### src/hw/dpr_regs.svh
// dpr_regs.svh: register offsets, field positions, reset values and timing counts
// assumes: included by dpr_pkg, dpr_top and dpr_top_tb under a guard; clock is 40 MHz
`ifndef DPR_REGS_SVH
`define DPR_REGS_SVH
`define DPR_ADDR_WIPER0 4'h0
`define DPR_ADDR_WIPER1 4'h1
`define DPR_ADDR_GP_FIRST 4'h2
`define DPR_ADDR_GP_LAST 4'h6
`define DPR_ADDR_RSVD 4'h7
`define DPR_ADDR_ACR 4'h8
`define DPR_ACR_VOL_BIT 7
`define DPR_ACR_SHUTDOWN_N_BIT 6
`define DPR_ACR_BUSY_BIT 5
`define DPR_WIPER_RST 7'h40
`define DPR_INIT_FACTORY 7'h20
`define DPR_GP_FACTORY 8'h00
`define DPR_VOL_RST 1'b0
`define DPR_SHUTDOWN_N_RST 1'b1
// arbitrary device-type prefix
`define DPR_ID_PREFIX 4'h6
`define DPR_CLK_NS 25
`define DPR_CLK_KHZ 40000
`define DPR_RECALL_NS 1000
`define DPR_NV_WRITE_MS 20
`define DPR_RECALL_CYCLES ((`DPR_RECALL_NS + `DPR_CLK_NS - 1) / `DPR_CLK_NS)
`define DPR_NV_WRITE_CYCLES (`DPR_NV_WRITE_MS * `DPR_CLK_KHZ)
`endif

### src/hw/dpr_pkg.sv
// dpr_pkg: types and pointer helpers of the potentiometer register block
// assumes: dpr_regs.svh is on the include path
package dpr_pkg;
`include "dpr_regs.svh"
    typedef logic [6:0] dpr_wiper_t;
    typedef logic [3:0] dpr_ptr_t;
    typedef enum logic [2:0] {ST_IDLE, ST_RECV, ST_ACK, ST_SEND, ST_MACK} dpr_state_t;
    typedef enum logic [1:0] {K_ID, K_ADDR, K_DATA} dpr_kind_t;

    function automatic dpr_ptr_t dpr_ptr_next(input dpr_ptr_t p);
        dpr_ptr_next = (p >= `DPR_ADDR_ACR) ? `DPR_ADDR_WIPER0 : p + 4'h1;
    endfunction

    function automatic logic dpr_is_gp(input dpr_ptr_t p);
        dpr_is_gp = (p >= `DPR_ADDR_GP_FIRST) && (p <= `DPR_ADDR_GP_LAST);
    endfunction
endpackage

### src/hw/dpr_nv_timer.sv
// dpr_nv_timer: self-timed storage write cycle
// assumes: start is a one-cycle pulse; a start while busy is ignored
`timescale 1ns/1ps
module dpr_nv_timer #(
    parameter int CYCLES = 800000
) (
    input wire logic clk_sys_in,
    input wire logic srst_in,
    input wire logic start_in,
    output logic busy_out
);
    localparam int W = $clog2(CYCLES + 1);
    logic [W-1:0] cnt_q;

    always_ff @(posedge clk_sys_in) begin
        if (srst_in) begin
            cnt_q <= '0;
            busy_out <= 1'b0;
        end else if (start_in && !busy_out) begin
            cnt_q <= W'(CYCLES);
            busy_out <= 1'b1;
        end else if (busy_out) begin
            cnt_q <= cnt_q - W'(1);
            busy_out <= (cnt_q != W'(1));
        end
    end
endmodule

### src/hw/dpr_sync.sv
// dpr_sync: two-flop synchroniser for pin levels
// assumes: inputs are slow levels from outside the clock domain
`timescale 1ns/1ps
module dpr_sync #(
    parameter int W = 1,
    parameter logic [W-1:0] RST = '0
) (
    input wire logic clk_sys_in,
    input wire logic srst_in,
    input wire logic [W-1:0] pins_in,
    output logic [W-1:0] sync_out
);
    logic [W-1:0] meta_q;

    always_ff @(posedge clk_sys_in) begin
        if (srst_in) begin
            meta_q <= RST;
            sync_out <= RST;
        end else begin
            meta_q <= pins_in;
            sync_out <= meta_q;
        end
    end
endmodule

### src/hw/dpr_top.sv
// dpr_top: serial slave, register bank and shutdown control of a dual potentiometer
// assumes: srst_in is the power-up reset; bus pins are pulled up outside
`timescale 1ns/1ps
`include "dpr_regs.svh"
module dpr_top #(
    parameter int NV_WRITE_CYCLES = `DPR_NV_WRITE_CYCLES
) (
    input wire logic clk_sys_in,
    input wire logic srst_in,
    input wire logic scl_in,
    input wire logic sda_in,
    output logic sda_out,
    output logic sda_oe_out,
    input wire logic shutdown_n_in,
    input wire logic [2:0] slave_addr_pins_in,
    output dpr_pkg::dpr_wiper_t wiper0_out,
    output dpr_pkg::dpr_wiper_t wiper1_out,
    output logic high_terminal_open_out,
    output logic wiper_to_low_out
);
    import dpr_pkg::*;

    localparam logic [5:0] RECALL_CYC = 6'(`DPR_RECALL_CYCLES);

    // ----------------------------------------------------------------
    // pin synchronisers and bus events
    // ----------------------------------------------------------------
    logic scl_s, sda_s, shutdown_n_pin_s;
    logic [2:0] addr_s;
    logic scl_p_q, sda_p_q;
    logic scl_rise, scl_fall, start_det, stop_det;

    dpr_sync #(.W(6), .RST(6'b111000)) u_sync (
        .clk_sys_in(clk_sys_in),
        .srst_in(srst_in),
        .pins_in({scl_in, sda_in, shutdown_n_in, slave_addr_pins_in}),
        .sync_out({scl_s, sda_s, shutdown_n_pin_s, addr_s})
    );

    always_ff @(posedge clk_sys_in) begin
        if (srst_in) begin
            scl_p_q <= 1'b1;
            sda_p_q <= 1'b1;
        end else begin
            scl_p_q <= scl_s;
            sda_p_q <= sda_s;
        end
    end

    assign scl_rise = scl_s && !scl_p_q;
    assign scl_fall = !scl_s && scl_p_q;
    assign start_det = scl_s && scl_p_q && sda_p_q && !sda_s;
    assign stop_det = scl_s && scl_p_q && !sda_p_q && sda_s;

    // ----------------------------------------------------------------
    // state
    // ----------------------------------------------------------------
    dpr_state_t state_q;
    dpr_kind_t kind_q;
    logic [2:0] bitcnt_q;
    logic [7:0] shift_q, tx_q, rd_word;
    logic full_q, ack_ok_q, rw_q;
    dpr_ptr_t ptr_q;
    dpr_wiper_t wiper0_q, wiper1_q, init0_q, init1_q;
    logic [7:0] gp_q [0:4];
    logic vol_q, shutdown_n_q, nv_pend_q, nv_busy;
    logic [5:0] recall_cnt_q;
    logic recall_done_q, recall_fire;
    logic [7:0] byte_in;
    logic byte_done, wr_fire, id_match, nv_wr, ctl_ok, shut_req;

    assign byte_in = {shift_q[6:0], sda_s};
    assign byte_done = scl_rise && (state_q == ST_RECV) && (bitcnt_q == 3'd7);
    assign wr_fire = byte_done && (kind_q == K_DATA) && !start_det && !stop_det;
    assign id_match = (byte_in[7:1] == {`DPR_ID_PREFIX, addr_s});
    assign ctl_ok = !nv_busy;
    assign nv_wr = wr_fire && ((dpr_is_gp(ptr_q)) ||
                   (ctl_ok && !vol_q && (ptr_q <= `DPR_ADDR_WIPER1)));
    assign recall_fire = !recall_done_q && (recall_cnt_q == RECALL_CYC);
    assign shut_req = !shutdown_n_q || !shutdown_n_pin_s;

    // ----------------------------------------------------------------
    // power-up recall: wipers stay mid-scale, then load initial values
    // ----------------------------------------------------------------
    always_ff @(posedge clk_sys_in) begin
        if (srst_in) begin
            recall_cnt_q <= '0;
            recall_done_q <= 1'b0;
        end else if (!recall_done_q) begin
            recall_cnt_q <= recall_cnt_q + 6'd1;
            recall_done_q <= recall_fire;
        end
    end

    // ----------------------------------------------------------------
    // serial slave; held idle until recall ends so a start is ignored
    // ----------------------------------------------------------------
    always_ff @(posedge clk_sys_in) begin
        if (srst_in || !recall_done_q) begin
            state_q <= ST_IDLE;
            kind_q <= K_ID;
            bitcnt_q <= '0;
            shift_q <= '0;
            tx_q <= '0;
            full_q <= 1'b0;
            ack_ok_q <= 1'b0;
            rw_q <= 1'b0;
            ptr_q <= `DPR_ADDR_WIPER0;
            sda_oe_out <= 1'b0;
        end else if (start_det) begin
            state_q <= ST_RECV;
            kind_q <= K_ID;
            bitcnt_q <= '0;
            full_q <= 1'b0;
            sda_oe_out <= 1'b0;
        end else if (stop_det) begin
            state_q <= ST_IDLE;
            full_q <= 1'b0;
            sda_oe_out <= 1'b0;
        end else begin
            case (state_q)
                ST_RECV: begin
                    if (scl_rise) begin
                        shift_q <= byte_in;
                        bitcnt_q <= bitcnt_q + 3'd1;
                        if (bitcnt_q == 3'd7) begin
                            full_q <= 1'b1;
                            case (kind_q)
                                K_ID: begin
                                    ack_ok_q <= id_match;
                                    rw_q <= byte_in[0];
                                end
                                K_ADDR: begin
                                    ack_ok_q <= 1'b1;
                                    ptr_q <= byte_in[3:0];
                                end
                                default: begin
                                    ack_ok_q <= 1'b1;
                                    ptr_q <= dpr_ptr_next(ptr_q);
                                end
                            endcase
                        end
                    end else if (scl_fall && full_q) begin
                        full_q <= 1'b0;
                        sda_oe_out <= ack_ok_q;
                        state_q <= ack_ok_q ? ST_ACK : ST_IDLE;
                    end
                end
                ST_ACK: begin
                    if (scl_fall) begin
                        bitcnt_q <= '0;
                        if (kind_q == K_ID && rw_q) begin
                            kind_q <= K_DATA;
                            tx_q <= rd_word;
                            sda_oe_out <= !rd_word[7];
                            state_q <= ST_SEND;
                        end else begin
                            kind_q <= (kind_q == K_ID) ? K_ADDR : K_DATA;
                            sda_oe_out <= 1'b0;
                            state_q <= ST_RECV;
                        end
                    end
                end
                ST_SEND: begin
                    if (scl_fall) begin
                        if (bitcnt_q == 3'd7) begin
                            bitcnt_q <= '0;
                            sda_oe_out <= 1'b0;
                            state_q <= ST_MACK;
                        end else begin
                            bitcnt_q <= bitcnt_q + 3'd1;
                            tx_q <= {tx_q[6:0], 1'b0};
                            sda_oe_out <= !tx_q[6];
                        end
                    end
                end
                ST_MACK: begin
                    if (scl_rise) begin
                        if (sda_s) begin
                            state_q <= ST_IDLE;
                        end else begin
                            ptr_q <= dpr_ptr_next(ptr_q);
                            full_q <= 1'b1;
                        end
                    end else if (scl_fall && full_q) begin
                        full_q <= 1'b0;
                        tx_q <= rd_word;
                        sda_oe_out <= !rd_word[7];
                        state_q <= ST_SEND;
                    end
                end
                default: begin
                    state_q <= ST_IDLE;
                end
            endcase
        end
    end

    // open drain: the data line is only ever pulled low
    always_ff @(posedge clk_sys_in) begin
        sda_out <= 1'b0;
    end

    // ----------------------------------------------------------------
    // read mux
    // ----------------------------------------------------------------
    always_comb begin
        if (ptr_q == `DPR_ADDR_WIPER0) begin
            rd_word = {1'b0, vol_q ? wiper0_q : init0_q};
        end else if (ptr_q == `DPR_ADDR_WIPER1) begin
            rd_word = {1'b0, vol_q ? wiper1_q : init1_q};
        end else if (dpr_is_gp(ptr_q)) begin
            rd_word = gp_q[3'(ptr_q - `DPR_ADDR_GP_FIRST)];
        end else if (ptr_q == `DPR_ADDR_ACR) begin
            rd_word = {vol_q, shutdown_n_q, nv_busy, 5'b0_0000};
        end else begin
            rd_word = 8'h00;
        end
    end

    // ----------------------------------------------------------------
    // register bank; shutdown gates none of it
    // ----------------------------------------------------------------
    always_ff @(posedge clk_sys_in) begin
        if (srst_in) begin
            wiper0_q <= `DPR_WIPER_RST;
            wiper1_q <= `DPR_WIPER_RST;
        end else if (recall_fire) begin
            wiper0_q <= init0_q;
            wiper1_q <= init1_q;
        end else if (wr_fire && ctl_ok) begin
            if (ptr_q == `DPR_ADDR_WIPER0) begin
                wiper0_q <= byte_in[6:0];
            end else if (ptr_q == `DPR_ADDR_WIPER1) begin
                wiper1_q <= byte_in[6:0];
            end
        end
    end

    // stored values come back at power-up reset as the factory contents
    always_ff @(posedge clk_sys_in) begin
        if (srst_in) begin
            init0_q <= `DPR_INIT_FACTORY;
            init1_q <= `DPR_INIT_FACTORY;
            for (int i = 0; i < 5; i++) begin
                gp_q[i] <= `DPR_GP_FACTORY;
            end
        end else if (wr_fire) begin
            if (ctl_ok && !vol_q && ptr_q == `DPR_ADDR_WIPER0) begin
                init0_q <= byte_in[6:0];
            end else if (ctl_ok && !vol_q && ptr_q == `DPR_ADDR_WIPER1) begin
                init1_q <= byte_in[6:0];
            end else if (dpr_is_gp(ptr_q)) begin
                gp_q[3'(ptr_q - `DPR_ADDR_GP_FIRST)] <= byte_in;
            end
        end
    end

    always_ff @(posedge clk_sys_in) begin
        if (srst_in) begin
            vol_q <= `DPR_VOL_RST;
            shutdown_n_q <= `DPR_SHUTDOWN_N_RST;
        end else if (wr_fire && ctl_ok && ptr_q == `DPR_ADDR_ACR) begin
            vol_q <= byte_in[`DPR_ACR_VOL_BIT];
            shutdown_n_q <= byte_in[`DPR_ACR_SHUTDOWN_N_BIT];
        end
    end

    // ----------------------------------------------------------------
    // storage write cycle, launched by the stop that ends the write
    // ----------------------------------------------------------------
    always_ff @(posedge clk_sys_in) begin
        if (srst_in) begin
            nv_pend_q <= 1'b0;
        end else if (nv_wr) begin
            nv_pend_q <= 1'b1;
        end else if (stop_det || start_det) begin
            nv_pend_q <= 1'b0;
        end
    end

    dpr_nv_timer #(.CYCLES(NV_WRITE_CYCLES)) u_nv_timer (
        .clk_sys_in(clk_sys_in),
        .srst_in(srst_in),
        .start_in(stop_det && nv_pend_q),
        .busy_out(nv_busy)
    );

    // ----------------------------------------------------------------
    // analog-facing outputs
    // ----------------------------------------------------------------
    always_ff @(posedge clk_sys_in) begin
        if (srst_in) begin
            high_terminal_open_out <= 1'b0;
            wiper_to_low_out <= 1'b0;
            wiper0_out <= `DPR_WIPER_RST;
            wiper1_out <= `DPR_WIPER_RST;
        end else begin
            high_terminal_open_out <= shut_req;
            wiper_to_low_out <= shut_req;
            wiper0_out <= wiper0_q;
            wiper1_out <= wiper1_q;
        end
    end
endmodule

### config.mk
export PLATFORM = sky130hd
export DESIGN_NAME = dpr_top
export DESIGN_NICKNAME = d
export VERILOG_FILES = /design/src/hw/dpr_pkg.sv /design/src/hw/dpr_nv_timer.sv /design/src/hw/dpr_sync.sv /design/src/hw/dpr_top.sv
export VERILOG_INCLUDE_DIRS = /design/src /design/src/hw
export SDC_FILE = /design/constraint.sdc
export NUM_CORES = 1
export LEC_CHECK = 0
export CORE_ASPECT_RATIO = 1.75
export CORE_UTILIZATION = 35
export CTS_CLUSTER_DIAMETER = 40
export CTS_CLUSTER_SIZE = 16
export DETAILED_ROUTE_END_ITERATION = 8
export DONT_BUFFER_PORTS = 1
export GPL_TIMING_DRIVEN = 0
export HOLD_SLACK_MARGIN = 0.15
export MAX_ROUTING_LAYER = met4
export PLACE_DENSITY_LB_ADDON = 0.1
export SYNTH_ARGS = -nofsm -noshare
export SYNTH_HDL_FRONTEND = slang
export SYNTH_SLANG_ARGS = --single-unit
### constraint.sdc
create_clock -name clk_sys_in -period 3.44 [get_ports clk_sys_in]
set_input_delay 0.344 -clock clk_sys_in [delete_from_list [all_inputs] [get_ports clk_sys_in]]
set_output_delay 0.344 -clock clk_sys_in [all_outputs]
set_load 0.03 [all_outputs]
==> results of run 1 <==
[sequential cells by signal, summed over array words and instances, names as in the netlist, 2 cells and up]
register and flops:
recall_cnt_q 6, u_sync.sync_out 6, kind_q 2, init1_q 7
u_sync.meta_q 6, u_nv_timer.cnt_q 20, ptr_q 4, init0_q 7
shift_q 7, wiper1_q 7, wiper1_out 7, state_q 3
bitcnt_q 3, wiper0_q 7, tx_q 7, gp_q 64
wiper0_out 7
[cells in the mapped netlist, types with 3 or more instances]
master    number  area, um2
nand3b_1       6       45.0
and4_1         3       26.3
and3_1        30        188
buf_2          7       35.0
o21ai_0       23        115
nor3_1        18       90.1
nand2b_1       7       43.8
inv_1         19       71.3
nand4_1        7       43.8
a21oi_1       25        125
xnor2_1       11       96.3
a21o_1         4       30.0
nand3_1       20        100
clkbuf_1      47        176
and2_1        14       87.6
buf_1          4       15.0
or2_1          3       18.8
a211o_1        4       35.0
o221ai_1       4       35.0
mux2_1         4       45.0
nor2b_1       34        213
edfxtp_1      64       1920
or2_2         12       75.1
o21ai_1       13       65.1
nor2_1        65        244
a31oi_1       16        100
nand2_1       48        180
mux4_2         6        135
nor3b_1        8       60.1
nor4_1         4       25.0
o22ai_1        6       37.5
mux2_2         6       67.6
o211ai_1       5       37.5
a211oi_1      12       90.1
a311oi_1       3       26.3
a22oi_1        6       45.0
nand4b_1       3       26.3
dfxtp_1      118       2360
mux2i_1       59        591
xor2_1        10       87.6
ha_1          14        175
[kinds of logic after synthesis]
logic type               Yosys count  share of synthesized area [%]
adder cells (fa/ha/maj)           14                           2.09
AND/OR/NAND/NOR                  296                           19.6
other                              1                         0.0448
flip-flops                       182                           51.2
XOR/XNOR                          21                           2.20
buffers and inverters             80                           3.80
AO/OA/AOI/OAI                    141                           11.0
multiplexers                      75                           10.0
[stage by stage]
step / TNS, ns / cells / power (mW) / util (%)
2_1_floorplan: 0 / 810 / 2.36 / -
3_3_place_gp: -106.90 / 1114 / 2.40 / 37.4
3_5_place_dp: -109.32 / 1114 / 2.40 / 37.4
4_1_cts: -0.102 / 1154 / 4.28 / 40.7
5_1_grt: -0.0565 / 1156 / 4.36 / 40.8
6_report: 0 / 1156 / 4.23 / 40.8
[power groups by stage]
stage	sequential [mW]	clock, mW	combinational [mW]
detailed placement	2.32	0	0.0835
finish	2.27	1.87	0.0901
global route	2.27	2.00	0.0981
CTS	2.27	1.92	0.0915
global placement	2.31	0	0.0823
floorplan	2.31	0	0.0552
[critical path, cell delays in order (launching register included)]
cell and delay, ns:
dfxtp_2 0.40, buf_4 0.19, buf_4 0.21, clkbuf_8 0.21, inv_1 0.14, ha_2 0.28
or2_1 0.29, a31oi_4 0.26, nand2_2 0.16, nor3_4 0.33, clkbuf_8 0.23, a21o_2 0.26
[cell type report]
class	count	area share [%]
flip-flops and latches	182	44.8
clock inverters	15	1.49
clock buffers	17	4.45
well taps	304	3.98
repair buffers	12	1.10
inverters	19	0.746
multi-input cells	548	40.6
plain buffers	59	2.81
[final timing paths]
check | startpoint | to | slack (ns) | depth (start not counted)
worst min-delay path | u_sync.meta_q[4] | u_sync.sync_out[4] | 0.42 | 1
worst min register to register | u_sync.meta_q[4] | u_sync.sync_out[4] | 0.42 | 1
worst max register to register | ptr_q[1] | gp_q[4][3] | 0.15 | 11
worst max-delay path | ptr_q[1] | gp_q[4][3] | 0.15 | 11
[layer usage]
metal	global-route usage [%]	share of wire, %
met4	15.1	6.5
met5	-	0
met2	39.8	54
met3	4.15	4.0
met1	21.3	36
[timing repair]
| action | in CTS | in global routing |
|---|---|---|
| hold buffers | 6 | 0 |
| setup buffers | 3 | 3 |
| pin swaps | 3 | 1 |
| gates resized for setup | 33 | 3 |
| setup endpoints to repair | 141 | 43 |
| endpoints found under the hold margin | 6 | 0 |
==> flow_summary_export.csv, run 1 <==
group,metric,value,unit
timing,finalCritPeriodShare,95.7,%
floorplanning,dieArea,0.0246,mm2
layout,antenna_cells,0,
timing,setup_violations,0,
timing,final_hold_viol_count,0,
hold_path,hp-class,"register to register",
global_routing,grt_max_degree,19,
timing,clock_skew,0.0122,ns
logic_synthesis,synthDistinctLibCells,71,
logic_synthesis,syn_nets,832,
logic_synthesis,synth_seq_cells,182,
timing,slew_headroom,17.9,%
floorplanning,io_pins,26,
timing,whs,0.417,ns
pwr,ir_drop,326,uV
layout,synthToLayoutAreaGrowth,14.2,%
logic_synthesis,ys_warn_count,0,
timing,finalMaxSlewViolations,0,
layout,multi_input_comb_area,0.00388,mm2
logic_synthesis,synth_edf_count,64,
logic_synthesis,synth_area,0.00837,mm2
flow_run,drv_cap,0,
pwr,clock_power_share,44.3,%
global_routing,grt_pass1_vias,6449,
drt,vias,6356,
timing,finalCriticalPeriod,3.29,ns
clock_network,ctsHtreeMaxLevel,4,
setup_path,path_max_fanout,10,
logic_synthesis,seq_area_frac_synth,51.2,%
setup_path,path_class,"register to register",
clock_network,cts_tree,"done",
layout,drive_gt1_share,12.2,%
floorplanning,start_util,35.7,%
pwr,pwr_density_cell,443,mW/mm2
pwr,p_leak,3.31,nW
place,port-buffer-count,0,
clock_network,path_clk_slew,0.07,ns
pwr,swShare,23.6,%
place,dpl.hpwl,18500,um
drt,drt_iter0_markers,453,
clock_network,clock_sinks,182,
place,post-place-ws,-1.35,ns
pwr,seqPwrFrac,53.6,%
layout,final_common_cell,"dfxtp_1",
floorplanning,core_area,0.0234,mm2
global_routing,grt_overflow_total,0,
drt,routed_via_density,5.50,
layout,layout_common_cells,"dfxtp_1, edfxtp_1, nor2_1",
pwr,combPwrFrac,2.1,%
logic_synthesis,syn-instance-count,810,
floorplanning,fp.dieH,207,um
pwr,p_int,3.23,mW
global_routing,grt.total_usage,22.0,%
clock_network,clk_latency,0.45,ns
logic_synthesis,async_reset_ff_share,0,%
global_routing,grt_pass1_wl,38100,um
logic_synthesis,syn_avg_cell_area,10.3,um2
place,place_area,0.00876,mm2
layout,fillers,2325,
layout,regArea,0.00429,mm2
clock_network,cts_root_buf,"clkbuf_16",
layout,finalNetCount,861,
floorplanning,die_w,119,um
setup_path,end_kind,"register",
global_routing,antenna_found_initial,0,
logic_synthesis,synthFlopType,"dfxtp_1",
drt,wl_per_cell,21.5,um
place,globalplace.congestion,0.920,
clock_network,clockBufferDepth,2,
setup_path,worstPathRequired,3.58,ns
timing,max_freq,304,MHz
layout,final_area,0.00956,mm2
setup_path,cp-start-kind,"register",
clock_network,cts_made_buffers,17,
floorplanning,num_rows,74,
timing,fin_ws,0.149,ns
timing,worst_slew_pin_slew,1.22,ns
drt,finalWirelength,24800,um
drt,first_pass_iters,5,
setup_path,critPathArrivalTime,3.43,ns
drt,drc,0,
pwr,switchingPower,0.998,mW
drt,antenna_left,0,
outcome,status,"finished clean",
Note: power is estimated with default switching activity, not from simulation.
==> run 2: changes to the inputs <==
--- a/config.mk
+++ b/config.mk
@@ -12,7 +12,6 @@
 export CTS_CLUSTER_SIZE = 16
 export DETAILED_ROUTE_END_ITERATION = 8
 export DONT_BUFFER_PORTS = 1
-export GPL_TIMING_DRIVEN = 0
 export HOLD_SLACK_MARGIN = 0.15
 export MAX_ROUTING_LAYER = met4
 export PLACE_DENSITY_LB_ADDON = 0.1
==> flow_summary_export.csv, run 2 (synthesis results as in run 1) <==
group,metric,value,unit
outcome,status,"finished clean",
floorplanning,dieArea,0.0246,mm2
global_routing,grt_pass1_vias,6165,
pwr,p_leak,3.27,nW
drt,drc,0,
layout,synthToLayoutAreaGrowth,12.4,%
drt,finalWirelength,21700,um
setup_path,critPathArrivalTime,2.94,ns
pwr,pwr_density_cell,458,mW/mm2
setup_path,critPathBufInv,0,
global_routing,grt_pass1_wl,34600,um
timing,rsz0062_at_grt,"no",
layout,final_common_cell,"dfxtp_1",
layout,drive_gt1_share,11.4,%
floorplanning,fp.dieH,207,um
drt,vias,5964,
flow_run,drv_cap,0,
timing,slew_headroom,37.4,%
timing,finalCritPeriodShare,82.3,%
clock_network,clk_latency,0.44,ns
timing,max_freq,353,MHz
drt,wl_per_cell,19.4,um
layout,antenna_cells,0,
timing,setup_violations,0,
floorplanning,num_rows,74,
layout,layout_common_cells,"dfxtp_1, nor2_1, edfxtp_1",
setup_path,crit_chain,"ha_1 > ha_1 > and3b_1 > nand4b_4 > nand4bb_1 > nor2_1 > or2_1",
place,port-buffer-count,0,
global_routing,grt_max_degree,61,
timing,clock_skew,0.00600,ns
floorplanning,io_pins,26,
global_routing,grt.total_usage,19.5,%
setup_path,cpMaxStageDelayCell,"nand4bb_1",
drt,drt_iter0_markers,360,
place,dpl.hpwl,15500,um
layout,regMostFlops,"gp_q",
pwr,ir_drop,329,uV
setup_path,path_common_cell,"ha_1",
layout,largest_reg_flops,64,
timing,finalCriticalPeriod,2.83,ns
clock_network,cts_setup_buffers,0,
layout,finalNetCount,826,
setup_path,path_class,"register to register",
timing,worst_slew_pin_slew,0.937,ns
drt,first_pass_iters,5,
clock_network,hold_buffers,7,
place,globalplace.congestion,0.859,
layout,reg_top3,"gp_q (64), u_nv_timer.cnt_q (20)",
floorplanning,start_util,35.7,%
floorplanning,die_w,119,um
clock_network,clockBufferDepth,2,
clock_network,path_clk_slew,0.06,ns
drt,routed_via_density,5.32,
pwr,finalPower,4.31,mW
clock_network,ctsHtreeMaxLevel,4,
clock_network,cts_tree,"done",
global_routing,grt_overflow_total,0,
setup_path,cp_slowest_stage_delay,0.39,ns
drt,antenna_left,0,
clock_network,cts_made_buffers,17,
floorplanning,core_area,0.0234,mm2
timing,final_hold_viol_count,0,
hold_path,hp-class,"input pin to register",
setup_path,cp_top_family,"simple AND/OR/NAND/NOR gates",
setup_path,path_max_fanout,10,
global_routing,antenna_found_initial,0,
timing,finalMaxSlewViolations,0,
layout,fillers,2278,
setup_path,worstPathRequired,3.55,ns
clock_network,ctsResizeCount,0,
setup_path,cp-start-kind,"register",
clock_network,clock_sinks,182,
clock_network,cts_root_buf,"clkbuf_16",
setup_path,end_kind,"register",
timing,tns,0,ns
==> run 2: area by class of cell <==
class,count,area (um2),share of cell area (%)
sequential,182,4280,45.6
multi-input combinational,548,3770,40.1
clock buffer,19,433,4.60
tap,304,380,4.05
timing repair buffer,36,305,3.25
clock inverter,13,156,1.66
inverter,19,71.3,0.758
==> run 2: where the power goes <==
part / switching (mW) / leakage (nW) / internal (mW)
Combinational: 0.0476 / 1.44 / 0.0291
Sequential: 0.0164 / 1.56 / 2.25
Clock: 0.828 / 0.275 / 1.14
Total: 0.892 / 3.27 / 3.42
==> run 2: layer usage <==
layer  global-route usage (%)  wire (um)
met1                     20.0       8330
met5                        -          0
met3                     3.85        685
met4                     10.5        943
met2                     35.0      11800
==> run 2: worst paths after layout <==
check / start / end / slack [ns] / cells after the start
worst max-delay path: bitcnt_q[0] / gp_q[3][2] / 0.61 / 7
worst min-delay path: srst_in / wiper1_q[6] / 0.17 / 2
worst max register to register: bitcnt_q[0] / gp_q[3][2] / 0.61 / 7
worst min register to register: u_sync.meta_q[4] / u_sync.sync_out[4] / 0.41 / 1
==> run 2: metrics by stage <==
step	utilization (%)	hold slack, ns	setup slack (ns)	area, um2	cells
2_1_floorplan	-	0.389	0.0609	8380	810
3_3_place_gp	37.3	0.392	0.707	8730	1082
3_5_place_dp	37.3	0.401	0.610	8730	1082
4_1_cts	40.1	0.154	0.592	9400	1121
5_1_grt	40.1	0.182	0.398	9400	1121
6_report	40.1	0.167	0.609	9400	1121
